[src/icc_pkg.sv]
// constants and types for the capture command controller
package icc_pkg;
  // ==================================================
  // register map
  localparam int ICC_ADDR_W = 8;
  localparam int ICC_DATA_W = 32;
  localparam logic [7:0] ICC_CMD_OFFSET = 8'h24;
  localparam logic [7:0] ICC_STAT_OFFSET = 8'h28;
  localparam logic [31:0] ICC_READ_ZERO = 32'h0000_0000;
  // ==================================================
  // command bit positions
  localparam int ICC_EN_BIT = 0;
  localparam int ICC_DIS_BIT = 1;
  localparam int ICC_SOFT_RESET_STATUS_FLAG_BIT = 2;
  localparam int ICC_CDC_BIT = 8;
  // ==================================================
  // status bit positions
  localparam int ICC_ST_ENABLED_BIT = 0;
  localparam int ICC_ST_DISABLE_DONE_FLAG_BIT = 1;
  localparam int ICC_ST_SOFT_RESET_STATUS_FLAG_BIT = 2;
  localparam int ICC_ST_CODEC_PENDING_FLAG_BIT = 8;
  // ==================================================
  // timing counts in clk_sys cycles
  localparam logic [7:0] ICC_DIS_CYCLES = 8'h04;
  localparam logic [7:0] ICC_SOFT_RESET_STATUS_FLAG_CYCLES = 8'h08;
  localparam logic [7:0] ICC_CNT_ONE = 8'h01;
  localparam logic [7:0] ICC_CNT_ZERO = 8'h00;
  // ==================================================
  // sequencer states
  typedef enum logic [1:0] {
    ICC_IDLE = 2'b00,
    ICC_DISABLING = 2'b01,
    ICC_RESETTING = 2'b10
  } icc_state_e;
endpackage : icc_pkg

[src/icc_cmd_if.sv]
// request pulses and status flags between decoder and sequencer
`timescale 1ns/100ps
interface icc_cmd_if;
  logic req_en;
  logic req_dis;
  logic req_soft_reset_status_flag;
  logic req_cdc;
  logic st_enabled;
  logic st_disable_done_flag;
  logic st_soft_reset_status_flag;
  logic st_codec_pending_flag;
  modport decode (
    output req_en,
    output req_dis,
    output req_soft_reset_status_flag,
    output req_cdc,
    input st_enabled,
    input st_disable_done_flag,
    input st_soft_reset_status_flag,
    input st_codec_pending_flag
  );
  modport seq (
    input req_en,
    input req_dis,
    input req_soft_reset_status_flag,
    input req_cdc,
    output st_enabled,
    output st_disable_done_flag,
    output st_soft_reset_status_flag,
    output st_codec_pending_flag
  );
endinterface : icc_cmd_if

[src/icc_capture_ctrl.sv]
// capture module command sequencer, top level
//
// Our own choice: the strobed register port.
`timescale 1ns/100ps
// Function
// - A one written to bit 8 turns the codec path on to capture one frame.
// - A codec request is ignored while a codec capture is still pending.
// - A one written to bit 2 starts a soft reset of the capture module.
// - A one written to bit 1 asks for the capture module to be disabled.
// - Enable and disable written together drops the disable request.
// - A one written to bit 0 asks for the capture module to be enabled.
module icc_capture_ctrl #(
  parameter logic [7:0] DIS_CYCLES = icc_pkg::ICC_DIS_CYCLES,
  parameter logic [7:0] SOFT_RESET_STATUS_FLAG_CYCLES = icc_pkg::ICC_SOFT_RESET_STATUS_FLAG_CYCLES
) (
  input wire logic clk_sys,
  input wire logic reset_n,
  input wire logic [icc_pkg::ICC_ADDR_W-1:0] reg_addr,
  input wire logic [icc_pkg::ICC_DATA_W-1:0] reg_wdata,
  input wire logic reg_wr,
  input wire logic reg_rd,
  output logic [icc_pkg::ICC_DATA_W-1:0] reg_rdata,
  input wire logic frame_done,
  output logic capture_enable,
  output logic codec_enable,
  output logic soft_reset
);
  import icc_pkg::*;

  icc_cmd_if cmd ();

  icc_state_e state_reg;
  icc_state_e state_next;
  logic [7:0] cnt_reg;
  logic [7:0] cnt_next;
  logic enabled_reg;
  logic enabled_next;
  logic disable_done_flag_reg;
  logic disable_done_flag_next;
  logic soft_reset_status_flag_reg;
  logic soft_reset_status_flag_next;
  logic codec_pending_flag_reg;
  logic codec_pending_flag_next;

  // ==================================================
  // register port
  icc_cmd_decode u_decode (
    .clk_sys(clk_sys),
    .reset_n(reset_n),
    .reg_addr(reg_addr),
    .reg_wdata(reg_wdata),
    .reg_wr(reg_wr),
    .reg_rd(reg_rd),
    .reg_rdata(reg_rdata),
    .cmd(cmd)
  );

  // ==================================================
  // request qualification
  wire resetting = (state_reg == ICC_RESETTING);
  wire cnt_last = (cnt_reg == ICC_CNT_ZERO);
  wire take_cmd = !resetting && !cmd.req_soft_reset_status_flag;
  wire cdc_accept = take_cmd && cmd.req_cdc && !codec_pending_flag_reg;
  wire dis_start = take_cmd && cmd.req_dis;

  // ==================================================
  // sequencer next state
  always_comb begin
    state_next = state_reg;
    cnt_next = cnt_reg;
    enabled_next = enabled_reg;
    disable_done_flag_next = disable_done_flag_reg;
    soft_reset_status_flag_next = soft_reset_status_flag_reg;
    case (state_reg)
      ICC_IDLE, ICC_DISABLING: begin
        if (state_reg == ICC_DISABLING && cnt_last) begin
          state_next = ICC_IDLE;
          enabled_next = 1'b0;
          disable_done_flag_next = 1'b1;
        end else if (state_reg == ICC_DISABLING) begin
          cnt_next = cnt_reg - ICC_CNT_ONE;
        end
        if (cmd.req_en) begin
          state_next = ICC_IDLE;
          enabled_next = 1'b1;
          disable_done_flag_next = 1'b0;
        end else if (dis_start && !enabled_reg) begin
          disable_done_flag_next = 1'b1;
        end else if (dis_start && state_reg == ICC_IDLE) begin
          state_next = ICC_DISABLING;
          cnt_next = DIS_CYCLES - ICC_CNT_ONE;
          disable_done_flag_next = 1'b0;
        end
      end
      ICC_RESETTING: begin
        if (cnt_last) begin
          state_next = ICC_IDLE;
          soft_reset_status_flag_next = 1'b0;
        end else begin
          cnt_next = cnt_reg - ICC_CNT_ONE;
        end
      end
      default: begin
        state_next = ICC_IDLE;
      end
    endcase
    if (cmd.req_soft_reset_status_flag) begin
      state_next = ICC_RESETTING;
      cnt_next = SOFT_RESET_STATUS_FLAG_CYCLES - ICC_CNT_ONE;
      enabled_next = 1'b0;
      disable_done_flag_next = 1'b0;
      soft_reset_status_flag_next = 1'b1;
    end
  end

  // ==================================================
  // codec pending flag
  always_comb begin
    codec_pending_flag_next = codec_pending_flag_reg;
    if (frame_done || cmd.req_soft_reset_status_flag) begin
      codec_pending_flag_next = 1'b0;
    end
    if (cdc_accept) begin
      codec_pending_flag_next = 1'b1;
    end
  end

  // ==================================================
  // state registers
  always_ff @(posedge clk_sys or negedge reset_n) begin
    if (!reset_n) begin
      state_reg <= ICC_IDLE;
      cnt_reg <= ICC_CNT_ZERO;
      enabled_reg <= 1'b0;
      disable_done_flag_reg <= 1'b0;
      soft_reset_status_flag_reg <= 1'b0;
      codec_pending_flag_reg <= 1'b0;
    end else begin
      state_reg <= state_next;
      cnt_reg <= cnt_next;
      enabled_reg <= enabled_next;
      disable_done_flag_reg <= disable_done_flag_next;
      soft_reset_status_flag_reg <= soft_reset_status_flag_next;
      codec_pending_flag_reg <= codec_pending_flag_next;
    end
  end

  // ==================================================
  // outputs and status
  assign capture_enable = enabled_reg;
  assign codec_enable = codec_pending_flag_reg;
  assign soft_reset = soft_reset_status_flag_reg;
  assign cmd.st_enabled = enabled_reg;
  assign cmd.st_disable_done_flag = disable_done_flag_reg;
  assign cmd.st_soft_reset_status_flag = soft_reset_status_flag_reg;
  assign cmd.st_codec_pending_flag = codec_pending_flag_reg;
endmodule : icc_capture_ctrl

[src/icc_cmd_decode.sv]
// register port slave: command decode and status read-back
`timescale 1ns/100ps
module icc_cmd_decode (
  input wire logic clk_sys,
  input wire logic reset_n,
  input wire logic [icc_pkg::ICC_ADDR_W-1:0] reg_addr,
  input wire logic [icc_pkg::ICC_DATA_W-1:0] reg_wdata,
  input wire logic reg_wr,
  input wire logic reg_rd,
  output logic [icc_pkg::ICC_DATA_W-1:0] reg_rdata,
  icc_cmd_if.decode cmd
);
  import icc_pkg::*;

  logic [ICC_DATA_W-1:0] rdata_reg;
  logic [ICC_DATA_W-1:0] rdata_next;
  logic [ICC_DATA_W-1:0] status_word;
  wire cmd_wr = reg_wr && (reg_addr == ICC_CMD_OFFSET);
  wire stat_rd = reg_rd && (reg_addr == ICC_STAT_OFFSET);

  // ==================================================
  // command decode
  // pulses, no state
  assign cmd.req_en = cmd_wr && reg_wdata[ICC_EN_BIT];
  assign cmd.req_dis = cmd_wr && reg_wdata[ICC_DIS_BIT] &&
                       !reg_wdata[ICC_EN_BIT];
  assign cmd.req_soft_reset_status_flag = cmd_wr && reg_wdata[ICC_SOFT_RESET_STATUS_FLAG_BIT];
  assign cmd.req_cdc = cmd_wr && reg_wdata[ICC_CDC_BIT];

  // ==================================================
  // status read-back
  always_comb begin
    status_word = ICC_READ_ZERO;
    status_word[ICC_ST_ENABLED_BIT] = cmd.st_enabled;
    status_word[ICC_ST_DISABLE_DONE_FLAG_BIT] = cmd.st_disable_done_flag;
    status_word[ICC_ST_SOFT_RESET_STATUS_FLAG_BIT] = cmd.st_soft_reset_status_flag;
    status_word[ICC_ST_CODEC_PENDING_FLAG_BIT] = cmd.st_codec_pending_flag;
  end
  assign rdata_next = stat_rd ? status_word : ICC_READ_ZERO;

  always_ff @(posedge clk_sys or negedge reset_n) begin
    if (!reset_n) begin
      rdata_reg <= ICC_READ_ZERO;
    end else begin
      rdata_reg <= rdata_next;
    end
  end
  assign reg_rdata = rdata_reg;
endmodule : icc_cmd_decode

[config.mk]
export PLATFORM = sky130hd
export DESIGN_NAME = icc_capture_ctrl
export DESIGN_NICKNAME = d
export VERILOG_FILES = /design/src/icc_pkg.sv /design/src/icc_cmd_if.sv /design/src/icc_capture_ctrl.sv /design/src/icc_cmd_decode.sv
export SDC_FILE = /design/constraint.sdc
export NUM_CORES = 1
export LEC_CHECK = 0
export ABC_AREA = 1
export ABC_CLOCK_PERIOD_IN_PS = 2400
export BUFFER_PORTS_ARGS = -buffer_cell sky130_fd_sc_hd__buf_2
export CORE_MARGIN = 2
export CORE_UTILIZATION = 30
export DETAILED_ROUTE_END_ITERATION = 7
export SLEW_MARGIN = 5
export SYNTH_ARGS = -nofsm -noshare
export SYNTH_HDL_FRONTEND = slang
export SYNTH_SLANG_ARGS = --single-unit
[constraint.sdc]
create_clock -name clk_sys -period 2.4 [get_ports clk_sys]
set_clock_uncertainty 0.05 [all_clocks]
set_input_delay 0.48 -clock clk_sys [delete_from_list [all_inputs] [get_ports clk_sys]]
set_output_delay 0.48 -clock clk_sys [all_outputs]
set_load 0.01 [all_outputs]
## Word level (Yosys, flattened, before mapping)

Index checks and enable logic that the tools add are counted.

- Reductions and logical operators: 34
- Multiplexer cells: 31
- Equality and inequality tests: 6
- Add/sub/neg operators: 1

Operators with widths:

| operator | number |
|---|---|
| 2-to-1 mux 8 bit | 7 |
| equality test 8 x 6 -> 1 bit, second input constant | 2 |
| one-hot mux 8 bit (2 select lines) | 1 |
| 2-to-1 mux 1 bit | 15 |
| logical AND 1 bit | 14 |
| 2-to-1 mux 2 bit | 6 |
| 2-to-1 mux 9 bit | 1 |
| logical NOT 8 bit | 1 |
| AND reduction 2 bit | 4 |
| nonzero test 2 bit | 4 |
| subtractor 8 x 1 -> 8 bit, second input constant | 1 |
| nonzero test 3 bit | 2 |
| logical NOT 1 bit | 5 |
| nonzero test 5 bit | 1 |
| one-hot mux 2 bit (2 select lines) | 1 |
| != test 3 x 2 -> 1 bit, second input constant | 1 |
| != test 3 bit, second input constant | 1 |
| equality test 2 x 1 -> 1 bit, second input constant | 1 |
| equality test 2 bit, second input constant | 1 |
| logical NOT 2 bit | 1 |
| OR reduction 2 bit | 1 |
| logical OR 1 bit | 1 |

- Bits in registers: 46
- Output and inout port bits: 35
- Input port bits: 45
- Word-level logic and storage cells: 79

## Longest topological paths before layout

Gate-level depths: netlist of run 1.

- Depth after elaboration: 12
- Depth in mapped cells: 11
- Gate-level depth less buffers: 11

## Modules after synthesis

Synthesis of run 1 repeated with hierarchy kept, for this count alone.

- Cells, all modules: 213
- Area, all modules: 1,412.6 µm²

Modules (own cells, without submodules):

| module | cells each | area an instance (µm²) | instances | sequential area each (µm²) |
|---|---|---|---|---|
| icc_capture_ctrl | 147 | 969.7 | 1 | 350.3 |
| icc_cmd_decode | 66 | 442.9 | 1 | 100.1 |

## Least setup slack after synthesis of run 1

Ideal clock, no wire load.

- Kind: register to register
- From: register cnt_reg[0]
- To: register cnt_reg[5]
- Path buffers: 0
- Cell stages (with the launch flop): 9
- Setup time: 0.120 ns
- Data required time: 2.230 ns
- Period minus slack after synthesis: 1.565 ns
- Path slack: 0.835 ns
- Data arrival time: 1.395 ns
- Cell sequence: dfrtp_1 -> inv_1 -> ha_1 -> nand2_2 -> o21ai_4 -> inv_2 -> or2_0 -> nand3_1 -> a21oi_2

- Longest elaborated chain between the ends: 8
- Elaborated cells between the ends (all ways): 13
- Those cells by class: 1 x add/sub; 1 x eq/ne; 8 x mux; 3 x reduce/logical

Ends and longest elaborated chain:

| element | line | source |
|---|---|---|
| start: declaration | icc_capture_ctrl.sv:34 | `logic [7:0] cnt_reg;` |
| start signal: assignment | icc_capture_ctrl.sv:140 | `cnt_reg <= cnt_next;` |
| subtractor 8 x 1 -> 8 bit or logical NOT 8 bit (tied branches) | icc_capture_ctrl.sv:81, icc_capture_ctrl.sv:100, icc_capture_ctrl.sv:61 |  |
| 2-to-1 mux 8 bit or logical AND 1 bit (tied branches) | icc_capture_ctrl.sv:80, icc_capture_ctrl.sv:76 |  |
| 2-to-1 mux 8 bit | icc_capture_ctrl.sv:76 | `if (state_reg == ICC_DISABLING && cnt_last) begin` |
| 2-to-1 mux 8 bit | icc_capture_ctrl.sv:89 | `end else if (dis_start && state_reg == ICC_IDLE) begin` |
| 2-to-1 mux 8 bit | icc_capture_ctrl.sv:87 | `end else if (dis_start && !enabled_reg) begin` |
| 2-to-1 mux 8 bit | icc_capture_ctrl.sv:83 | `if (cmd.req_en) begin` |
| one-hot mux 8 bit (2 select lines) | icc_capture_ctrl.sv:74 | `case (state_reg)` |
| 2-to-1 mux 8 bit | icc_capture_ctrl.sv:107 | `if (cmd.req_soft_reset_status_flag) begin` |

Several ways; a longest one is shown, not always the timed one. The select of a mux whose other input is x is not followed.
A chain may end at the register's enable or synchronous reset.

## Worst setup path after layout of run 1

- From: register cnt_reg[0]
- To: register disable_done_flag_reg (netlist: cmd.st_disable_done_flag)

- Longest elaborated chain between the ends: 4

Ends and longest elaborated chain:

| element | line | source |
|---|---|---|
| logical NOT 8 bit | icc_capture_ctrl.sv:61 | `wire cnt_last = (cnt_reg == ICC_CNT_ZERO);` |
| logical AND 1 bit | icc_capture_ctrl.sv:76 |  |
| nonzero test 5 bit (no source line) | n/a |  |
| AND reduction 2 bit (no source line) | n/a |  |
| end signal: assignment | icc_capture_ctrl.sv:142 | `disable_done_flag_reg <= disable_done_flag_next;` |
| end: declaration | icc_capture_ctrl.sv:38 | `logic disable_done_flag_reg;` |

Every way passes these cells.

==> results of run 1 <==
kinds of logic after synthesis:
logic type | after synthesis
AO/OA/AOI/OAI | 27
XOR/XNOR | 5
adder cells (fa/ha/maj) | 1
buffers and inverters | 56
flip-flops | 18
other | 1
AND/OR/NAND/NOR | 91
final cells by class:
class | instances | area [µm²]
Clock buffer | 4 | 55.1
Tap cell | 54 | 67.6
Fill cell | 497 | 3110
Multi-Input combinational cell | 152 | 758
Sequential cell | 18 | 450
Inverter | 28 | 105
Timing Repair Buffer | 23 | 115
cell usage after synthesis:
library cell	n	area (µm²)
nor3_1	1	5.00
a21oi_2	3	26.3
conb_1	1	3.75
o21ai_0	11	55.1
nand2_1	34	128
buf_4	28	210
nor2_1	29	109
nand3_1	11	55.1
o32ai_1	1	8.76
o21ai_4	1	16.3
xnor2_1	1	8.76
nand3_2	2	20.0
o21ai_1	2	10.0
dfrtp_1	18	450
inv_1	25	93.8
inv_2	3	11.3
or2_0	1	6.26
nand3_4	1	17.5
nor2_2	4	25.0
nand4_1	2	12.5
nand2_4	4	45.0
ha_1	1	12.5
xor2_1	4	35.0
a21oi_1	9	45.0
nand2_2	2	12.5
cells in the final DEF, fill, tap and decap left out:
cell type | synthesis | routed
buf_2 | 0 | 23
nand2_2 | 2 | 2
o21ai_1 | 2 | 2
inv_1 | 25 | 25
nand3_2 | 2 | 2
a21oi_2 | 3 | 3
nand2_1 | 34 | 34
nand4_1 | 2 | 2
conb_1 | 1 | 28
nor2_1 | 29 | 29
nor3_1 | 1 | 1
dfrtp_1 | 18 | 18
nor2_2 | 4 | 4
o32ai_1 | 1 | 1
xor2_1 | 4 | 4
ha_1 | 1 | 1
o21ai_4 | 1 | 1
a21oi_1 | 9 | 9
nand3_1 | 11 | 11
xnor2_1 | 1 | 1
or2_0 | 1 | 1
inv_2 | 3 | 3
o21ai_0 | 11 | 11
nand2_4 | 4 | 4
nand3_4 | 1 | 1
clkbuf_8 | 0 | 4
report_power, final:
part	internal [mW]	switching, mW
logic	0.182	0.309
registers	0.377	0.0862
clock network	0.146	0.100
worst max path at each step:
stage | to | cells past startpoint
floorplan | cnt_reg[5] | 8
global placement | cnt_reg[5] | 11
detailed placement | cnt_reg[5] | 11
CTS | cmd.st_disable_done_flag | 11
global route | cmd.st_disable_done_flag | 11
finish | cmd.st_disable_done_flag | 11
stage by stage:
stage	instances	hold WS, ns	cell area (µm²)
6_report	279	0.101	1550
5_1_grt	279	0.128	1550
3_5_place_dp	275	0.384	1500
2_1_floorplan	226	0.134	1520
3_3_place_gp	275	0.385	1500
4_1_cts	279	0.107	1550
routing by layer:
layer / vias up / part of all wire [%] / GRT usage [%]
li1: 619 / - / -
met1: 543 / 47 / 14.3
met2: 39 / 47 / 19.6
met3: 2 / 5.8 / 3.73
met4: 0 / 0.80 / 1.85
met5: - / 0 / 0
==> results_dict.tcl, run 1 <==
set metrics [dict create \
    r2r-end "cmd.st_disable_done_flag" \
    synth.ff_latch_count 18 \
    cts_made_buffers 3 \
    worst_ir_drop_on_vdd_uv 206 \
    critPathLaunchType "register" \
    grt_antenna_before_repair 0 \
    reg2reg_slack_ns 0.63 \
    crit_chain "inv_1, ha_1, nand2_2, nor2_1, inv_2, nor2_1, nor2_1, nand3_1, nand2_1, nand2_1, nand2_1" \
    post_cts.resized_instances 0 \
    postLayoutCoreUtil_pct 33.3 \
    arithmetic_cell_share_of_the_synthesized_area_counting_full_adders_half_adders_and_majority_gates_pct 0.880 \
    ctsHtreeMaxLevel 1 \
    portion_of_netlist_area_occupied_by_mux_cells_pct 0 \
    synthXorXnorAreaFrac_pct 3.08 \
    yosysSeqAreaShare_pct 31.7 \
    total_power_draw_mw 1.20 \
    area_delta_synth_final_pct 9.06 \
    postCtsSetupRepairBufs 0 \
    post-route-drc-count 0 \
    static-leakage-power_nw 0.847 \
    final_hold_viol_count 0 \
    floorplan.io_pins 80 \
    timing.fmax_mhz 565 \
    crit_slowest_cell "dfrtp_1" \
    number_of_nets_in_the_layout 272 \
    port_buffers 23 \
    timing.final.ws_setup_ns 0.630 \
    yosys.cell_types.count 25 \
    rsz0062_at_grt "false" \
    synth_top_family_by_area "simple AND/OR/NAND/NOR gates" \
    setup.worst_path.end_class "register" \
    maxCapViolCount 0 \
    std_cell_rows 25 \
    postRouteAntennaNets 0 \
    synth-compound-area-share_pct 11.3 \
    number_of_pins_with_negative_max_slew_slack_in_the_final_report 0 \
    drt_first_iter_violations 110 \
    dr_total_vias 1203 \
    grt_total_ovfl 0 \
    post_synth.cell_area_avg_um2 7.15 \
    basic_gate_share_of_the_synthesized_area_counting_and_or_nand_and_nor_cells_pct 30.6 \
    gp_congestion 0.813 \
    post_route_cells_drive_above_1_share_pct 20.9 \
    worst_ep_required_time_ns 2.50 \
    flip_flop_count_of_the_largest_register_after_layout 8 \
    path_delay_family "simple AND/OR/NAND/NOR gates" \
    later_pin_clock_latency_in_the_skew_report_ns 0.25 \
    syn_inst 199 \
    cts_tree "yes" \
    layout_worst_path_cycle_share_pct 73.8 \
    grt_start_max_net_pins 19 \
    clock_tree.root_cell "clkbuf_8" \
    postCtsHoldBufs 0 \
    setup_viol 0 \
    placeableCoreArea_um2 4660 \
    cpPeakStageDelay_ns 0.40 \
    rr_startpoint "cnt_reg[0]" \
    timing.critical_path.arrival_ns 1.87 \
    setup-tns-final_ns 0 \
    final_period_minus_worst_setup_slack_ns 1.77 \
    wl_per_cell_um 9.81 \
    critPathLaunch "cnt_reg[0]" \
    worstPathBufferInverterCount 2 \
    r2r.worst_path.cells 11 \
    overall_die_height_um 72.9 \
    netlist_area_um2 1420 \
    die_area_um2 5310 \
    grt_pass1_wl_um 4730 \
    cts.clk_slew.worst_paths_ns 0.07 \
    die_width_um 72.9 \
    antenna_cells_inserted 0 \
    timing_worst_setup_path_type "reg2reg" \
    finalWirelength_um 2740 \
    worstPathMaxFanout 5 \
    place_ws_ns 0.561 \
    worst_hold_path_type "in2async" \
    clock_sink_count 18 \
    start_util_pct 30.5 \
    cts-root-to-sink-buffers 2 \
    yosys_warnings 0 \
    drt_pre_antenna_iters 4 \
    global_route.usage.total_pct 11.4 \
    first_global_vias 1097 \
    powerDensity_nw_per_um2 774 \
    outcome "complete, no violations" \
    routed_via_density 4.31 \
    hpwl_um 2170 \
]
No activity file was read; power rests on OpenSTA's default activity.
==> run 2: changes to the inputs <==
- ABC_CLOCK_PERIOD_IN_PS: 2400 -> 1800
- clock period: 2.4 -> 1.8 ns (I/O delays scaled with it)
==> run 2 against run 1 <==
Effect of this change: power is 38% higher; setup slack got worse by 0.47 ns; sequential share of layout area is 0.73 points lower; critical path depth unchanged; register-to-register slack worse by 0.47 ns; global-route usage grew 1.0 points; final cell count is 1.4% higher; utilization rose by 0.86 points; combinational power up 42%; critical path type unchanged.
==> results_dict.tcl, run 2 (same netlist as run 1, synthesis figures left out) <==
set metrics [dict create \
    post-route-drc-count 0 \
    layout_worst_path_cycle_share_pct 91.1 \
    drt_pre_antenna_iters 5 \
    timing.critical_path.arrival_ns 1.74 \
    gp_congestion 0.848 \
    r2r-end "cmd.st_disable_done_flag" \
    global_route.usage.total_pct 12.5 \
    port_buffers 23 \
    powerDensity_nw_per_um2 1040 \
    outcome "complete, no violations" \
    critPathLaunchType "register" \
    clock_sink_count 18 \
    floorplan.io_pins 80 \
    wl_per_cell_um 9.98 \
    timing.fmax_mhz 610 \
    timing.final.ws_setup_ns 0.161 \
    static-leakage-power_nw 0.862 \
    grt_total_ovfl 0 \
    final_cell_mix "34 x nand2_1, 28 x conb_1, 27 x nor2_1" \
    clock_tree.root_cell "clkbuf_8" \
    rr_startpoint "cnt_reg[0]" \
    die_area_um2 5310 \
    crit_chain "inv_1, ha_2, nand2_2, nor2_2, inv_2, nor2_2, nor2_1, nand3_1, nand2_1, nand2_1, nand2_1" \
    dr_total_vias 1203 \
    hpwl_um 2230 \
    area_delta_synth_final_pct 11.9 \
    grt_start_max_net_pins 19 \
    worst_ir_drop_on_vdd_uv 284 \
    place_ws_ns 0.0748 \
    rsz0062_at_grt "false" \
    final_period_minus_worst_setup_slack_ns 1.64 \
    maxCapViolCount 0 \
    cts-root-to-sink-buffers 2 \
    ctsHtreeMaxLevel 1 \
    flip_flop_count_of_the_largest_register_after_layout 8 \
    cts.clk_slew.worst_paths_ns 0.07 \
    placeableCoreArea_um2 4660 \
    setup_viol 0 \
    number_of_nets_in_the_layout 276 \
    critPathLaunch "cnt_reg[0]" \
    worst_hold_path_type "in2reg" \
    final_hold_viol_count 0 \
    instances_no_fill 283 \
    postRouteAntennaNets 0 \
    timing_worst_setup_path_type "reg2reg" \
    cts_made_buffers 3 \
    drt_first_iter_violations 45 \
    start_util_pct 30.5 \
    number_of_pins_with_negative_max_slew_slack_in_the_final_report 0 \
    critical-path-top-cell-by-count "nand2_1" \
    finalWirelength_um 2820 \
    post_route_cells_drive_above_1_share_pct 23.1 \
    worstPathMaxFanout 5 \
    postCtsSetupRepairBufs 0 \
    first_global_vias 1134 \
    worstPathBufferInverterCount 2 \
    dpl.cell_count 278 \
    antenna_cells_inserted 0 \
    cpPeakStageDelay_ns 0.39 \
    setup-tns-final_ns 0 \
    grt_pass1_wl_um 5120 \
    later_pin_clock_latency_in_the_skew_report_ns 0.26 \
    std_cell_rows 25 \
    worstSetupEndpoint "cmd.st_disable_done_flag" \
    setup.worst_path.end_class "register" \
    r2r.worst_path.cells 11 \
    crit_slowest_cell "dfrtp_1" \
    die_width_um 72.9 \
    grt_antenna_before_repair 0 \
    reg2reg_slack_ns 0.16 \
    mostFrequentLayoutCell "nand2_1" \
    overall_die_height_um 72.9 \
    cp_num_cells 11 \
    worst_ep_required_time_ns 1.90 \
    path_delay_family "simple AND/OR/NAND/NOR gates" \
    cts_tree "yes" \
    routed_via_density 4.25 \
]
==> run 2: timing repair <==
item | in CTS | in global routing
setup endpoints to repair | 0 | 6
hold buffers | 1 | 0
resized for setup | 0 | 3
endpoints found under the hold margin | 18 | 0
==> run 2: metal layers <==
layer	vias up	part of all wire (%)	GRT usage, %
met1	542	45	16.3
met5	-	0	0
met2	31	48	20.4
met3	5	4.7	2.49
met4	0	1.7	4.32
li1	625	-	-
==> run 2: worst min path at each step <==
stage / start / to / slack (ns) / cells past startpoint
after floorplan: reset_n / capture_enable / 0.01 / 0
after global placement: reset_n / u_decode.reg_rdata[2] / 0.26 / 1
after detailed placement: reset_n / u_decode.reg_rdata[8] / 0.27 / 1
after CTS: frame_done / codec_enable / 0.24 / 2
after global routing: frame_done / codec_enable / 0.25 / 2
final: frame_done / codec_enable / 0.24 / 2
==> run 2: layout make-up <==
class | count | area, µm²
Clock buffer | 4 | 55.1
Fill cell | 521 | 3070
Inverter | 28 | 105
Multi-Input combinational cell | 152 | 766
Sequential cell | 18 | 450
Tap cell | 54 | 67.6
Timing Repair Buffer | 27 | 148
==> run 2: power breakdown <==
| part | total (mW) | internal, mW | switching (mW) | leakage (nW) |
|---|---|---|---|---|
| sequential | 0.617 | 0.502 | 0.115 | 0.232 |
| combinational | 0.698 | 0.276 | 0.422 | 0.602 |
| clock | 0.344 | 0.195 | 0.149 | 0.0288 |
| total | 1.66 | 0.974 | 0.686 | 0.862 |
==> run 2: per-stage QoR <==
stage | cell area [µm²] | hold slack (ns) | power (mW) | utilization [%]
final | 1590 | 0.244 | 1.66 | 34.1
after global routing | 1590 | 0.251 | 1.84 | 34.1
after CTS | 1580 | 0.242 | 1.67 | 34.0
after detailed placement | 1520 | 0.267 | 1.31 | 32.6
after global placement | 1520 | 0.264 | 1.30 | 32.6
after floorplan | 1520 | 0.0144 | 1.17 | -
==> run 2: worst reg2reg max path, stage by stage, from the launching register on <==
cell	delay [ns]
dfrtp_1	0.39
inv_1	0.09
ha_2	0.20
nand2_2	0.12
nor2_2	0.15
inv_2	0.07
nor2_2	0.11
nor2_1	0.08
nand3_1	0.12
nand2_1	0.06
nand2_1	0.05
nand2_1	0.05
